<file path="src/hdl/tmwm_params.svh">
// Constants for the 8-bit timer with compare output unit.
// Assumes one 50 MHz clock and a timer tick supplied by an outside prescaler.
// Summary of operation
// - Nonzero action field: pin takes compare output state
// - Pin driven only when direction bit selects output
// - Port override ignores the waveform mode
// - Output state settable before pin is enabled
// - Action zero leaves output state untouched
// - New action used at next match; force applies now
// - Only mode select steers counting
// - Mode 0 counts up, wraps 0xFF to 0x00
// - Normal mode overflow flag set as counter hits zero
// - Normal mode counter writable at any time
// - Mode 2 clears counter on compare match
// - Clear-on-match compare value unbuffered, may wrap
// - Clear-on-match action 1 toggles on match
// - Clear-on-match overflow set stepping max to zero
// - Mode 3 counts zero to max, then restarts
// - Fast PWM: 2 clears on match, sets at bottom
// - Fast PWM overflow flag set reaching max
// - Fast PWM period is 256 timer ticks
// - Compare zero spikes; compare max gives steady level
// - Fast PWM action 1 toggles, buffered compare
// - Compare double buffered in PWM, direct otherwise
// - Match sets flag next cycle; write one clears
// - Force strobe updates output outside PWM modes, no flag, no clear
// - Counter write blocks match in next tick
`ifndef TMWM_PARAMS_SVH
`define TMWM_PARAMS_SVH
// Register byte offsets
`define TMWM_OFS_CTRL 5'h00
`define TMWM_OFS_COUNT 5'h04
`define TMWM_OFS_COMPARE 5'h08
`define TMWM_OFS_FLAGS 5'h0C
`define TMWM_OFS_OUTSTATE 5'h10
// Control field positions
`define TMWM_CTRL_MODE_LSB 0
`define TMWM_CTRL_ACT_LSB 4
`define TMWM_CTRL_FORCE_BIT 7
// Flag bit positions
`define TMWM_FLAG_OVF_BIT 0
`define TMWM_FLAG_CMF_BIT 1
// Reset values and count extremes
`define TMWM_RST_BYTE 8'h00
`define TMWM_CNT_MAX 8'hFF
`define TMWM_CNT_BOTTOM 8'h00
`endif

</file>
<file path="src/hdl/tmwm_pkg.sv">
// Types shared by the timer modules.
// Assumes nothing beyond a SystemVerilog compiler.
package tmwm_pkg;
  // Waveform mode select encodings
  typedef enum logic [1:0] {
    TMWM_MODE_NORMAL = 2'b00,
    TMWM_MODE_PHASE = 2'b01,
    TMWM_MODE_CLEAR = 2'b10,
    TMWM_MODE_FAST = 2'b11
  } tmwm_mode_t;
  // Bus slave states
  typedef enum logic [0:0] {
    TMWM_BUS_IDLE = 1'b0,
    TMWM_BUS_ANSWER = 1'b1
  } tmwm_bus_t;
  // True for the PWM modes, which buffer the compare value
  function automatic logic tmwm_is_pwm(input tmwm_mode_t mode);
    tmwm_is_pwm = (mode == TMWM_MODE_FAST) || (mode == TMWM_MODE_PHASE);
  endfunction : tmwm_is_pwm
endpackage : tmwm_pkg

</file>
<file path="src/hdl/tmwm_core_if.sv">
// Signals between the register block, counter unit and waveform unit.
// Assumes all three sit on ref_clk.
interface tmwm_core_if import tmwm_pkg::*; #(parameter int W = 8);
  logic tick; // Timer clock enable
  tmwm_mode_t mode; // Waveform mode select
  logic count_wr; // Software counter write
  logic [W-1:0] count_wdata; // Counter write data
  logic [W-1:0] cmp_active; // Compare value in use
  logic [W-1:0] count; // Counter value
  logic match_ev; // Unblocked compare match on a tick
  logic wrap_ev; // Tick with counter at max
  logic max_ev; // Fast PWM tick that brings counter to max
  modport regs (output tick, mode, count_wr, count_wdata, cmp_active,
    input count, match_ev, wrap_ev, max_ev);
  modport cnt (input tick, mode, count_wr, count_wdata, cmp_active,
    output count, match_ev, wrap_ev, max_ev);
  modport wav (input mode, match_ev, wrap_ev);
endinterface : tmwm_core_if

</file>
<file path="src/hdl/tmwm_counter.sv">
// Counter unit: count sequence, match detect and match blocking.
// Assumes tick is a one-cycle enable from logic on ref_clk.
`include "tmwm_params.svh"
module tmwm_counter import tmwm_pkg::*; #(parameter int W = 8) (
  // Clock and reset
  input wire logic ref_clk,
  input wire logic rst_b,
  // Core signals
  tmwm_core_if.cnt core
);
  logic [W-1:0] count_ff; // Counter value
  logic block_ff; // Match blocked until next tick
  logic eq; // Counter equals compare value
  assign eq = (core.count == core.cmp_active);
  assign core.count = count_ff;
  // A write blocks the match of the following tick
  assign core.match_ev = core.tick && eq && !block_ff;
  assign core.wrap_ev = core.tick && (count_ff == `TMWM_CNT_MAX);
  assign core.max_ev = core.tick && (core.mode == TMWM_MODE_FAST) &&
    (count_ff == (`TMWM_CNT_MAX - 8'h01));
  // Count sequence; software write wins over counting
  always_ff @(posedge ref_clk)
  begin
    if (!rst_b)
      count_ff <= `TMWM_RST_BYTE;
    else if (core.count_wr)
      count_ff <= core.count_wdata;
    else if (core.tick && (core.mode == TMWM_MODE_CLEAR) && core.match_ev)
      count_ff <= `TMWM_CNT_BOTTOM;
    else if (core.tick)
      count_ff <= count_ff + 8'h01;
  end
  // Block flag: set by a write, dropped on the next tick
  always_ff @(posedge ref_clk)
  begin
    if (!rst_b)
      block_ff <= 1'b0;
    else if (core.count_wr)
      block_ff <= 1'b1;
    else if (core.tick)
      block_ff <= 1'b0;
  end
endmodule : tmwm_counter

</file>
<file path="src/hdl/tmwm_timer.sv">
// Top of the 8-bit timer: Avalon-MM register slave, compare buffering,
// flags, and the counter and waveform units.
// Assumes tick, port_value and pin_direction_bit come from ref_clk logic.
//
// The Avalon-MM register port and the register addresses are this design's own decisions.
`include "tmwm_params.svh"
module tmwm_timer import tmwm_pkg::*; #(
  parameter int W = 8
) (
  // Clock and reset
  input wire logic ref_clk,
  input wire logic rst_b,
  // Avalon-MM slave
  input wire logic [4:0] avs_address,
  input wire logic avs_read,
  input wire logic avs_write,
  input wire logic [3:0] avs_byteenable,
  input wire logic [31:0] avs_writedata,
  output logic [31:0] avs_readdata,
  output logic avs_waitrequest,
  // Timer clock enable from prescaler
  input wire logic timer_tick,
  // Port pin side
  input wire logic port_value,
  input wire logic pin_direction_bit,
  output logic pin_out,
  output logic pin_oe_b
);

  // Bus slave state
  tmwm_bus_t bus_ff;
  tmwm_bus_t nxt_bus;
  logic [31:0] rdata_ff; // Read data held for the answer cycle
  logic [31:0] nxt_rdata; // Read data decoded from address
  logic wr_go; // Write committed this cycle
  logic lane0; // Low byte lane enabled

  // Software visible state
  tmwm_mode_t mode_ff; // Waveform mode select
  logic [1:0] action_ff; // Compare output action
  logic [W-1:0] cmp_buf_ff; // Compare value as written
  logic [W-1:0] cmp_act_ff; // Compare value in use
  logic ovf_ff; // Overflow flag
  logic cmf_ff; // Compare match flag

  // Decoded write strobes
  logic wr_ctrl;
  logic wr_count;
  logic wr_cmp;
  logic wr_flags;
  logic wr_state;
  logic force_ev; // Force compare strobe
  logic ovf_ev; // Overflow event for the current mode
  logic oc_state; // Compare output state

  // Core bundle
  tmwm_core_if #(.W(W)) core();

  // Address decode for the write strobes; the read mux decodes on its own
  function automatic logic hit_ofs(input logic [4:0] addr, input logic [4:0] ofs);
    hit_ofs = (addr == ofs);
  endfunction : hit_ofs

  // One wait cycle on every access; the answer cycle is when it commits.
  // The fixed latency keeps the slave simple and lets reads be registered.
  assign avs_waitrequest = (avs_read || avs_write) && (bus_ff == TMWM_BUS_IDLE);
  assign avs_readdata = rdata_ff;
  assign lane0 = avs_byteenable[0];
  assign wr_go = avs_write && (bus_ff == TMWM_BUS_ANSWER) && lane0;

  // Write strobes per register
  assign wr_ctrl = wr_go && hit_ofs(avs_address, `TMWM_OFS_CTRL);
  assign wr_count = wr_go && hit_ofs(avs_address, `TMWM_OFS_COUNT);
  assign wr_cmp = wr_go && hit_ofs(avs_address, `TMWM_OFS_COMPARE);
  assign wr_flags = wr_go && hit_ofs(avs_address, `TMWM_OFS_FLAGS);
  assign wr_state = wr_go && hit_ofs(avs_address, `TMWM_OFS_OUTSTATE);
  assign force_ev = wr_ctrl && avs_writedata[`TMWM_CTRL_FORCE_BIT];

  // Bus sequencing
  always_comb
  begin
    nxt_bus = bus_ff;
    case (bus_ff)
      TMWM_BUS_IDLE:
      begin
        // Request seen: answer next cycle
        if (avs_read || avs_write)
          nxt_bus = TMWM_BUS_ANSWER;
      end
      TMWM_BUS_ANSWER:
      begin
        // Master releases after the answer edge
        nxt_bus = TMWM_BUS_IDLE;
      end
      default:
        nxt_bus = TMWM_BUS_IDLE;
    endcase
  end

  // Bus state register
  always_ff @(posedge ref_clk)
  begin
    if (!rst_b)
      bus_ff <= TMWM_BUS_IDLE;
    else
      bus_ff <= nxt_bus;
  end

  // Read mux; unmapped offsets and upper bits read zero
  always_comb
  begin
    nxt_rdata = 32'h0000_0000;
    case (avs_address)
      `TMWM_OFS_CTRL:
      begin
        // Force strobe reads back as zero
        nxt_rdata[`TMWM_CTRL_MODE_LSB +: 2] = mode_ff;
        nxt_rdata[`TMWM_CTRL_ACT_LSB +: 2] = action_ff;
      end
      `TMWM_OFS_COUNT:
        nxt_rdata[W-1:0] = core.count;
      `TMWM_OFS_COMPARE:
        nxt_rdata[W-1:0] = cmp_buf_ff; // Buffer side in PWM modes
      `TMWM_OFS_FLAGS:
      begin
        nxt_rdata[`TMWM_FLAG_OVF_BIT] = ovf_ff;
        nxt_rdata[`TMWM_FLAG_CMF_BIT] = cmf_ff;
      end
      `TMWM_OFS_OUTSTATE:
        nxt_rdata[0] = oc_state;
      default:
        nxt_rdata = 32'h0000_0000;
    endcase
  end

  // Read data captured in the wait cycle, stands through the answer
  always_ff @(posedge ref_clk)
  begin
    if (!rst_b)
      rdata_ff <= 32'h0000_0000;
    else if (avs_read && (bus_ff == TMWM_BUS_IDLE))
      rdata_ff <= nxt_rdata;
  end

  // Control register: mode and action
  always_ff @(posedge ref_clk)
  begin
    if (!rst_b)
    begin
      mode_ff <= TMWM_MODE_NORMAL;
      action_ff <= 2'b00;
    end
    else if (wr_ctrl)
    begin
      mode_ff <= tmwm_mode_t'(avs_writedata[`TMWM_CTRL_MODE_LSB +: 2]);
      action_ff <= avs_writedata[`TMWM_CTRL_ACT_LSB +: 2];
    end
  end

  // Compare value: direct outside PWM, loaded at restart in PWM
  always_ff @(posedge ref_clk)
  begin
    if (!rst_b)
    begin
      cmp_buf_ff <= `TMWM_RST_BYTE;
      cmp_act_ff <= `TMWM_RST_BYTE;
    end
    else
    begin
      if (wr_cmp)
        cmp_buf_ff <= avs_writedata[W-1:0];
      if (wr_cmp && !tmwm_is_pwm(mode_ff))
        cmp_act_ff <= avs_writedata[W-1:0];
      else if (tmwm_is_pwm(mode_ff) && core.wrap_ev)
        cmp_act_ff <= cmp_buf_ff;
    end
  end

  // Overflow event chosen by mode
  always_comb
  begin
    if (mode_ff == TMWM_MODE_FAST)
      ovf_ev = core.max_ev;
    else
      ovf_ev = core.wrap_ev;
  end

  // Overflow flag: hardware only sets; write one clears, set wins
  always_ff @(posedge ref_clk)
  begin
    if (!rst_b)
      ovf_ff <= 1'b0;
    else if (ovf_ev)
      ovf_ff <= 1'b1;
    else if (wr_flags && avs_writedata[`TMWM_FLAG_OVF_BIT])
      ovf_ff <= 1'b0;
  end

  // Match flag: set on the match tick, not by force; set wins
  always_ff @(posedge ref_clk)
  begin
    if (!rst_b)
      cmf_ff <= 1'b0;
    else if (core.match_ev)
      cmf_ff <= 1'b1;
    else if (wr_flags && avs_writedata[`TMWM_FLAG_CMF_BIT])
      cmf_ff <= 1'b0;
  end

  // Core drive
  assign core.tick = timer_tick;
  assign core.mode = mode_ff; // Only mode steers counting
  assign core.count_wr = wr_count;
  assign core.count_wdata = avs_writedata[W-1:0];
  assign core.cmp_active = cmp_act_ff;

  // Counter unit
  tmwm_counter #(.W(W)) u_counter (
    .ref_clk(ref_clk),
    .rst_b(rst_b),
    .core(core)
  );

  // Waveform unit
  tmwm_wavegen u_wavegen (
    .ref_clk(ref_clk),
    .rst_b(rst_b),
    .core(core),
    .action(action_ff),
    .force_ev(force_ev),
    .state_wr(wr_state),
    .state_wdata(avs_writedata[0]),
    .oc_state(oc_state),
    .port_value(port_value),
    .pin_direction_bit(pin_direction_bit),
    .pin_out(pin_out),
    .pin_oe_b(pin_oe_b)
  );
endmodule : tmwm_timer

</file>
<file path="src/hdl/tmwm_wavegen.sv">
// Waveform unit: compare output state and port pin override.
// Assumes the port value and direction bit are on ref_clk.
module tmwm_wavegen import tmwm_pkg::*; (
  // Clock and reset
  input wire logic ref_clk,
  input wire logic rst_b,
  // Core signals
  tmwm_core_if.wav core,
  // Software controls
  input wire logic [1:0] action,
  input wire logic force_ev,
  input wire logic state_wr,
  input wire logic state_wdata,
  output logic oc_state,
  // Port pin
  input wire logic port_value,
  input wire logic pin_direction_bit,
  output logic pin_out,
  output logic pin_oe_b
);
  logic oc_ff; // Compare output state
  logic hit; // Match or force in effect
  assign oc_state = oc_ff;
  // Force only counts outside PWM modes
  assign hit = core.match_ev || (force_ev && !tmwm_is_pwm(core.mode));
  // Output state; action read live, so a change acts on the next match
  always_ff @(posedge ref_clk)
  begin
    if (!rst_b)
      oc_ff <= 1'b0;
    else if (state_wr)
      oc_ff <= state_wdata;
    else if (core.mode == TMWM_MODE_FAST && action[1] && core.wrap_ev)
      oc_ff <= !action[0]; // Bottom wins so compare max is steady
    else if (hit)
      case (action)
        2'b00: oc_ff <= oc_ff;
        2'b01: oc_ff <= !oc_ff;
        2'b10: oc_ff <= 1'b0;
        2'b11: oc_ff <= 1'b1;
        default: oc_ff <= oc_ff;
      endcase
  end
  // Pin mux, mode independent; direction bit alone enables drive
  always_ff @(posedge ref_clk)
  begin
    if (!rst_b)
    begin
      pin_out <= 1'b0;
      pin_oe_b <= 1'b1;
    end
    else
    begin
      pin_out <= (action != 2'b00) ? oc_ff : port_value;
      pin_oe_b <= !pin_direction_bit;
    end
  end
endmodule : tmwm_wavegen

</file>
<file path="config.mk">
export PLATFORM = sky130hd
export DESIGN_NAME = tmwm_timer
export DESIGN_NICKNAME = d
export VERILOG_FILES = /design/src/hdl/tmwm_pkg.sv /design/src/hdl/tmwm_core_if.sv /design/src/hdl/tmwm_counter.sv /design/src/hdl/tmwm_timer.sv /design/src/hdl/tmwm_wavegen.sv
export VERILOG_INCLUDE_DIRS = /design/src /design/src/hdl
export SDC_FILE = /design/constraint.sdc
export NUM_CORES = 1
export LEC_CHECK = 0
export ABC_AREA = 1
export BUFFER_PORTS_ARGS = -buffer_cell sky130_fd_sc_hd__buf_2
export CELL_PAD_IN_SITES_DETAIL_PLACEMENT = 0
export CELL_PAD_IN_SITES_GLOBAL_PLACEMENT = 1
export CORE_ASPECT_RATIO = 0.5
export CORE_UTILIZATION = 35
export DETAILED_ROUTE_END_ITERATION = 16
export GPL_TIMING_DRIVEN = 0
export PLACE_DENSITY = 0.82
export SLEW_MARGIN = 30
export SYNTH_ARGS = -nofsm -noshare
export SYNTH_HDL_FRONTEND = slang
export SYNTH_HIERARCHICAL = 1
export SYNTH_SLANG_ARGS = --single-unit
</file>
<file path="constraint.sdc">
create_clock -name ref_clk -period 1.9 [get_ports ref_clk]
set_input_delay 0.095 -clock ref_clk [delete_from_list [all_inputs] [get_ports ref_clk]]
set_output_delay 0.095 -clock ref_clk [all_outputs]
set_load 0.02 [all_outputs]
</file>
==> impl_metrics.json, run 1 <==
{
  "cts_buffer_depth": 2,
  "reg2reg_from": "u_counter/core.count[4]$_SDFFE_PN0P_",
  "cts_tree": "done",
  "reg2reg_depth": 9,
  "fillers": 733,
  "io_pins": 83,
  "htree_levels": 2,
  "synthArstFlopShare_pct": 0,
  "ys_seq_elements": 43,
  "totalWireLength_um": 7270,
  "synth_flop_cell": "dfxtp_1",
  "ant_nets": 0,
  "die_area_mm2": 0.00785,
  "fin_worst_skew_ps": 8.62,
  "path_clk_slew_ps": 70,
  "setup_tns_ps": 0,
  "grt_overflow": 0,
  "vias_per_cell": 4.68,
  "grtUsageTotal_pct": 19.8,
  "p_leak_uw": 0.00146,
  "dieHeight_um": 63.1,
  "fin_crit_sh_pct": 94.2,
  "root_buffer": "clkbuf_16",
  "first_global_vias": 2385,
  "slew_headroom_pct": 62.2,
  "cts_buffers": 5,
  "routed-via-count": 2548,
  "drv_slew": 0,
  "antenna_found_initial": 0,
  "power.density_mw_per_mm2": 648,
  "diodes": 0,
  "hold_depth": 3,
  "hold_violations": 0,
  "path_class": "register to register",
  "worst_pin_slew_ps": 566,
  "coreArea_mm2": 0.00694,
  "drt_iter0_markers": 263,
  "syn-cell-area_mm2": 0.00262,
  "ys_seq_area_share_pct": 32.9,
  "fin_crit_ps": 1790,
  "area_delta_synth_final_pct": 23.1,
  "hp-class": "primary input to register",
  "dr.pass1.iters": 6,
  "ir_worst_vdd_v": 0.000290,
  "routedWlPerCell_um": 13.3,
  "grt_first_pass_wirelength_um": 12200,
  "grt_setup_unrepaired": "true",
  "cp_max_fo": 7,
  "numClockSinks": 43,
  "synth_area_per_cell_um2": 6.76,
  "synth_edf_count": 0,
  "hold_path_startpoint": "port_value",
  "insertion_delay_ps": 290,
  "rrSetupSlack_ps": 110,
  "hold-path-endpoint": "u_wavegen/pin_out$_SDFF_PN0_",
  "placementRows": 21,
  "cap_violations": 0,
  "place.gp.congestion": 0.833,
  "hpwl_um": 5360,
  "finalSetupViolCount": 0,
  "synth_cell_types": 40,
  "fin_nets": 502,
  "worst_ep_arrival_time_ps": 1940,
  "yosys_warnings": 6,
  "drc_errors": 0,
  "syn_inst": 387,
  "die_w_um": 124,
  "required_ps": 2050,
  "final_layout_size_suffix_gt1_share_pct": 26.5,
  "status": "finished, final reports clean",
  "cp-end-kind": "register",
  "reg2reg_to": "cmp_act_ff[0]$_SDFFE_PN0P_",
  "finalPower_uw": 2090,
  "fmax_mhz": 559,
  "cp-start-kind": "register",
  "grt_max_degree": 16,
  "start_util_pct": 37.7,
  "port-buffer-count": 31
}
## cell usage after synthesis, types with 2 or more instances
library cell | instances | share of area, %
a21oi_1 | 30 | 5.7
a21oi_2 | 2 | 0.67
a22oi_1 | 8 | 2.3
a31o_2 | 4 | 1.3
buf_2 | 2 | 0.38
buf_4 | 25 | 7.2
clkbuf_1 | 3 | 0.43
clkinv_1 | 4 | 0.57
dfxtp_1 | 43 | 33
ha_1 | 2 | 0.96
inv_1 | 36 | 5.2
inv_2 | 5 | 0.72
nand2_1 | 83 | 12
nand2_2 | 7 | 1.7
nand3_1 | 20 | 3.8
nand4_1 | 13 | 3.1
nor2_1 | 40 | 5.7
nor2_2 | 6 | 1.4
nor2_4 | 2 | 0.86
nor3_1 | 7 | 1.3
o21ai_0 | 22 | 4.2
o21ai_1 | 3 | 0.57
or2_0 | 2 | 0.48
xnor2_1 | 2 | 0.67
## timing repair
item | CTS | global route
pin swaps | 1 | 1
buffers inserted | 0 | 3
endpoints found under the hold margin | 1 | 0
hold buffers | 1 | 0
endpoints found under the setup margin | 9 | 16
gates cloned | 0 | 0
resized for setup | 11 | 10
## cells in the final DEF (no fill, tap or decap), types with 13 or more instances in the layout
cell / count
a21oi_1: 30
dfxtp_1: 36
nand2_1: 82
nand4_1: 13
nor2_1: 38
buf_2: 33
o21ai_0: 22
buf_4: 28
conb_1: 24
inv_1: 35
nand3_1: 19
## worst max-delay path by stage
stage | slack, ps | cells past startpoint | end | startpoint
3_5_place_dp | -530 | 10 | cmp_act_ff[3]$_SDFFE_PN0P_ | u_counter/core.count[5]$_SDFFE_PN0P_
5_1_grt | -40 | 11 | cmp_act_ff[5]$_SDFFE_PN0P_ | u_counter/core.count[4]$_SDFFE_PN0P_
3_3_place_gp | -590 | 10 | cmp_act_ff[3]$_SDFFE_PN0P_ | u_counter/core.count[5]$_SDFFE_PN0P_
6_report | 110 | 9 | cmp_act_ff[0]$_SDFFE_PN0P_ | u_counter/core.count[4]$_SDFFE_PN0P_
2_1_floorplan | 150 | 9 | cmp_act_ff[0]$_SDFFE_PN0P_ | u_counter/core.count[0]$_SDFFE_PN0P_
4_1_cts | 0.6 | 10 | cmp_act_ff[3]$_SDFFE_PN0P_ | u_counter/core.count[5]$_SDFFE_PN0P_
## area by class of cell
class / count / area [µm²] / area share [%]
Timing Repair Buffer: 35 / 188 / 5.83
Clock buffer: 5 / 125 / 3.89
Clock inverter: 3 / 25.0 / 0.777
Multi-Input combinational cell: 289 / 1490 / 46.2
Inverter: 46 / 180 / 5.59
Tap cell: 92 / 115 / 3.57
Sequential cell: 43 / 875 / 27.2
Buffer: 32 / 224 / 6.95
## where the power goes
| part | switching, µW | total, µW | internal, µW |
|---|---|---|---|
| registers | 14.6 | 931 | 916 |
| clock network | 390 | 882 | 492 |
| logic | 177 | 274 | 97.5 |
| total | 581 | 2090 | 1510 |
## per-layer routing
metal  share of wire, %  vias up  routed length, µm  global-route usage, %
met5                  0        -                  0                      0
met4                1.1        0                 79                   5.12
met3                8.1        8                589                   5.18
met2                 39      112               2850                   29.0
met1                 52     1080               3750                   28.4
li1                   -     1348                  -                      -
## stage by stage
step	hold WS [ps]	cell area [µm²]	utilization, %	setup slack, ps	std cells
2_1_floorplan	157	2700	-	155	410
3_3_place_gp	260	2970	42.9	-587	533
3_5_place_dp	259	2970	42.9	-534	533
4_1_cts	69.8	3160	45.6	0.568	542
5_1_grt	102	3220	46.4	-39.0	545
6_report	78.3	3220	46.4	111	545
## critical path, stage by stage (launching register included)
cell,delay [ps]
dfxtp_4,400
inv_2,80
nor3_2,210
inv_1,110
nor3_4,250
buf_4,170
nand2_4,60
buf_4,200
nand3_1,100
a21oi_2,60
## registers in the layout, indices dropped and copies added, names as in the netlist
signal	count
u_counter/block_ff	1
u_wavegen/pin_oe_b	1
action_ff	2
core.mode	2
u_wavegen/pin_out	1
bus_ff	1
avs_readdata	8
cmp_act_ff	8
u_counter/core.count	8
cmp_buf_ff	8
cmf_ff	1
ovf_ff	1
u_wavegen/oc_state	1
## cell families (layout without fill, tap and decap cells)
| kind of cell | after synthesis | after routing | synth area share, % |
|---|---|---|---|
| simple gates | 189 | 189 | 34.1 |
| buf+inv | 78 | 121 | 15.4 |
| compound gates | 70 | 70 | 15.1 |
| flops | 43 | 43 | 32.9 |
| xor+xnor | 3 | 3 | 1.00 |
| fa+ha+maj | 2 | 2 | 0.956 |
| other cells | 1 | 24 | 0.143 |
| mux | 1 | 1 | 0.430 |
No activity file was read; power rests on OpenSTA's default activity.
==> run 2: changes to the inputs <==
ABC_AREA = default   (was 1)
CELL_PAD_IN_SITES_DETAIL_PLACEMENT = default   (was 0)
CELL_PAD_IN_SITES_GLOBAL_PLACEMENT = default   (was 1)
CORE_UTILIZATION = 37   (was 35)
PLACE_DENSITY = 0.66   (was 0.82)
clock period = 1.5 ns   (was 1.9 ns; I/O delays follow)
==> run 2 against run 1 <==
  * The flow now finishes with violations (negative setup slack)
  * Hold slack got worse by 32 ps
  * Sequential cell count did not move
  * Sequential power is 25% higher
  * Core utilization is 4.4 points higher
  * Clock skew decreased by 3.3 ps
  * Synthesized area down 1.6%
  * Synthesized cell count is 23% lower
  * Critical path type unchanged
  * Highest routed layer unchanged
==> impl_metrics.json, run 2 <==
{
  "numClockSinks": 43,
  "synth_area_leaders": "dfxtp_1, buf_4, mux2i_1",
  "syn_inst": 297,
  "grtUsageTotal_pct": 18.4,
  "fin_crit_ps": 1720,
  "drv_slew": 0,
  "cp_top_family": "simple AND/OR/NAND/NOR gates",
  "synth_flop_cell": "dfxtp_1",
  "drt_iter0_markers": 149,
  "netlist_top_cells_count": "dfxtp_1, buf_4, nand2_1, nand3_1, nor2_1",
  "final_layout_size_suffix_gt1_share_pct": 34.0,
  "finalPower_uw": 2670,
  "final_common_cell": "buf_4",
  "final_cells": 465,
  "hpwl_um": 4810,
  "required_ps": 1700,
  "power.density_mw_per_mm2": 783,
  "hold_violations": 0,
  "yosys_warnings": 6,
  "vias_per_cell": 5.04,
  "cp_max_fo": 7,
  "fmax_mhz": 580,
  "yosysTopAreaCellShare_pct": 33.4,
  "slew_headroom_pct": 64.4,
  "area_delta_synth_final_pct": 32.3,
  "crit_path_end": "u_wavegen/oc_state$_SDFFE_PN0P_",
  "crit_chain": "xnor2_2 -> nand3_1 -> or3_4 -> nor2_4 -> o21a_1 -> o311ai_2 -> o31ai_2",
  "violations": "negative setup slack",
  "hp-class": "primary input to register",
  "p_leak_uw": 0.00140,
  "ys_seq_area_share_pct": 33.4,
  "startpoint": "u_counter/core.count[3]$_SDFFE_PN0P_",
  "critPathSlowestCell": "dfxtp_4",
  "io_pins": 83,
  "path_class": "register to register",
  "die_area_mm2": 0.00732,
  "synth.most_common_cell": "dfxtp_1",
  "dieHeight_um": 61.0,
  "path_clk_slew_ps": 60,
  "synth_edf_count": 0,
  "cts_buffers": 5,
  "htree_levels": 2,
  "insertion_delay_ps": 280,
  "synthAdderAreaFrac_pct": 0.972,
  "drc_errors": 0,
  "fin_crit_sh_pct": 115,
  "grt_first_pass_wirelength_um": 10300,
  "root_buffer": "clkbuf_16",
  "die_w_um": 120,
  "reg2reg_from": "u_counter/core.count[3]$_SDFFE_PN0P_",
  "synthArstFlopShare_pct": 0,
  "antenna_found_initial": 0,
  "muxShareOfSynthArea_pct": 7.68,
  "synth-simple-area-share_pct": 24.2,
  "coreArea_mm2": 0.00670,
  "synth_area_per_cell_um2": 8.67,
  "reg2reg_to": "u_wavegen/oc_state$_SDFFE_PN0P_",
  "final_cell_mix": "buf_4, dfxtp_1, buf_2",
  "synth_top_family_by_area": "simple AND/OR/NAND/NOR gates",
  "status": "finished, violations left",
  "totalWireLength_um": 6570,
  "diodes": 0,
  "syn-cell-area_mm2": 0.00257,
  "grt_max_degree": 14,
  "critPathMaxStageDelay_ps": 390,
  "reg2reg_depth": 7,
  "routed-via-count": 2342,
  "placementRows": 21,
  "path_buf_inv": 0,
  "hold_ws_ps": 46.6,
  "cts_buffer_depth": 2,
  "port-buffer-count": 28,
  "dr.pass1.iters": 6,
  "fin_nets": 422,
  "worst_pin_slew_ps": 533,
  "crit_cells": 7,
  "synth_top_area_cell": "dfxtp_1",
  "cp-end-kind": "register",
  "grt_setup_unrepaired": "true",
  "finalWorstSetupSlack_ps": -225,
  "synth_cell_types": 55,
  "ir_worst_vdd_v": 0.000484,
  "cap_violations": 0,
  "cts_tree": "done",
  "fillers": 597,
  "synthXorXnorAreaFrac_pct": 3.74,
  "fin_worst_skew_ps": 5.29,
  "ant_nets": 0,
  "dp.cells": 440,
  "place.gp.congestion": 0.861,
  "start_util_pct": 38.4,
  "hold_path_startpoint": "port_value",
  "worst_ep_arrival_time_ps": 1920,
  "first_global_vias": 2073,
  "ys_seq_elements": 43,
  "routedWlPerCell_um": 14.1,
  "synth_compound_area_share_pct": 17.6,
  "finalSetupViolCount": 17,
  "cp-start-kind": "register",
  "grt_overflow": 0,
  "rrSetupSlack_ps": -220
}
-- run 2: cell count changes after synthesis, moves of 15 or more --
cell,delta
nand2_1,-62
inv_1,-29
nor2_1,-23
a21oi_1,-20
mux2i_1,+16
nor2b_1,+15
-- run 2: cell type report --
| cell class | count | area [µm²] | area share (%) |
|---|---|---|---|
| multi-input combinational | 228 | 1630 | 47.9 |
| timing repair buffer | 46 | 289 | 8.48 |
| inverter | 10 | 40.0 | 1.18 |
| clock buffer | 8 | 156 | 4.59 |
| sequential | 43 | 886 | 26.0 |
| tap | 92 | 115 | 3.38 |
| buffer | 38 | 290 | 8.52 |
-- run 2: kinds of logic after synthesis --
family | count (synthesis)
mux | 18
flops | 43
simple gates | 109
other cells | 1
buf+inv | 49
compound gates | 64
xor+xnor | 11
fa+ha+maj | 2
-- run 2: power by group --
part / switching (µW) / internal [µW] / total [µW]
Clock: 429 / 709 / 1140
Combinational: 209 / 160 / 369
Sequential: 12.9 / 1150 / 1160
-- run 2: how the worst min path moves through the flow --
stage	end	slack, ps	cells past startpoint
2_1_floorplan	u_wavegen/pin_oe_b$_SDFF_PN1_	140	1
3_3_place_gp	u_wavegen/pin_oe_b$_SDFF_PN1_	240	2
3_5_place_dp	u_wavegen/pin_oe_b$_SDFF_PN1_	240	2
4_1_cts	u_wavegen/pin_out$_SDFF_PN0_	50	3
5_1_grt	u_wavegen/pin_out$_SDFF_PN0_	60	3
6_report	u_wavegen/pin_out$_SDFF_PN0_	50	3
-- run 2: metrics by stage --
stage / worst slack [ps] / utilization (%) / setup TNS (ps) / cell area, µm²
after floorplan: -104 / - / -184 / 2690
after global placement: -300 / 44.0 / -3290 / 2950
after detailed placement: -351 / 44.0 / -3860 / 2950
after CTS: -208 / 48.7 / -1220 / 3260
after global routing: -308 / 50.8 / -2760 / 3410
final: -225 / 50.8 / -1610 / 3410
-- run 2: per-layer routing --
layer,GRT usage (%),wire length (µm),part of all wire [%]
met1,24.8,3050,46
met2,31.4,3020,46
met3,3.10,449,6.8
met4,4.82,55,0.84
met5,0,0,0
-- run 2: worst min-delay path, cell delays in order --
cell,delay [ps]
buf_2,100
nand2_1,40
a21boi_0,60
-- run 2: timing repair --
item,CTS,global route
cloned,0,0
pin swaps,9,7
resized for setup,23,21
setup endpoints to repair,20,18
endpoints found under the hold margin,1,0
hold buffers,1,0
buffers inserted,10,7
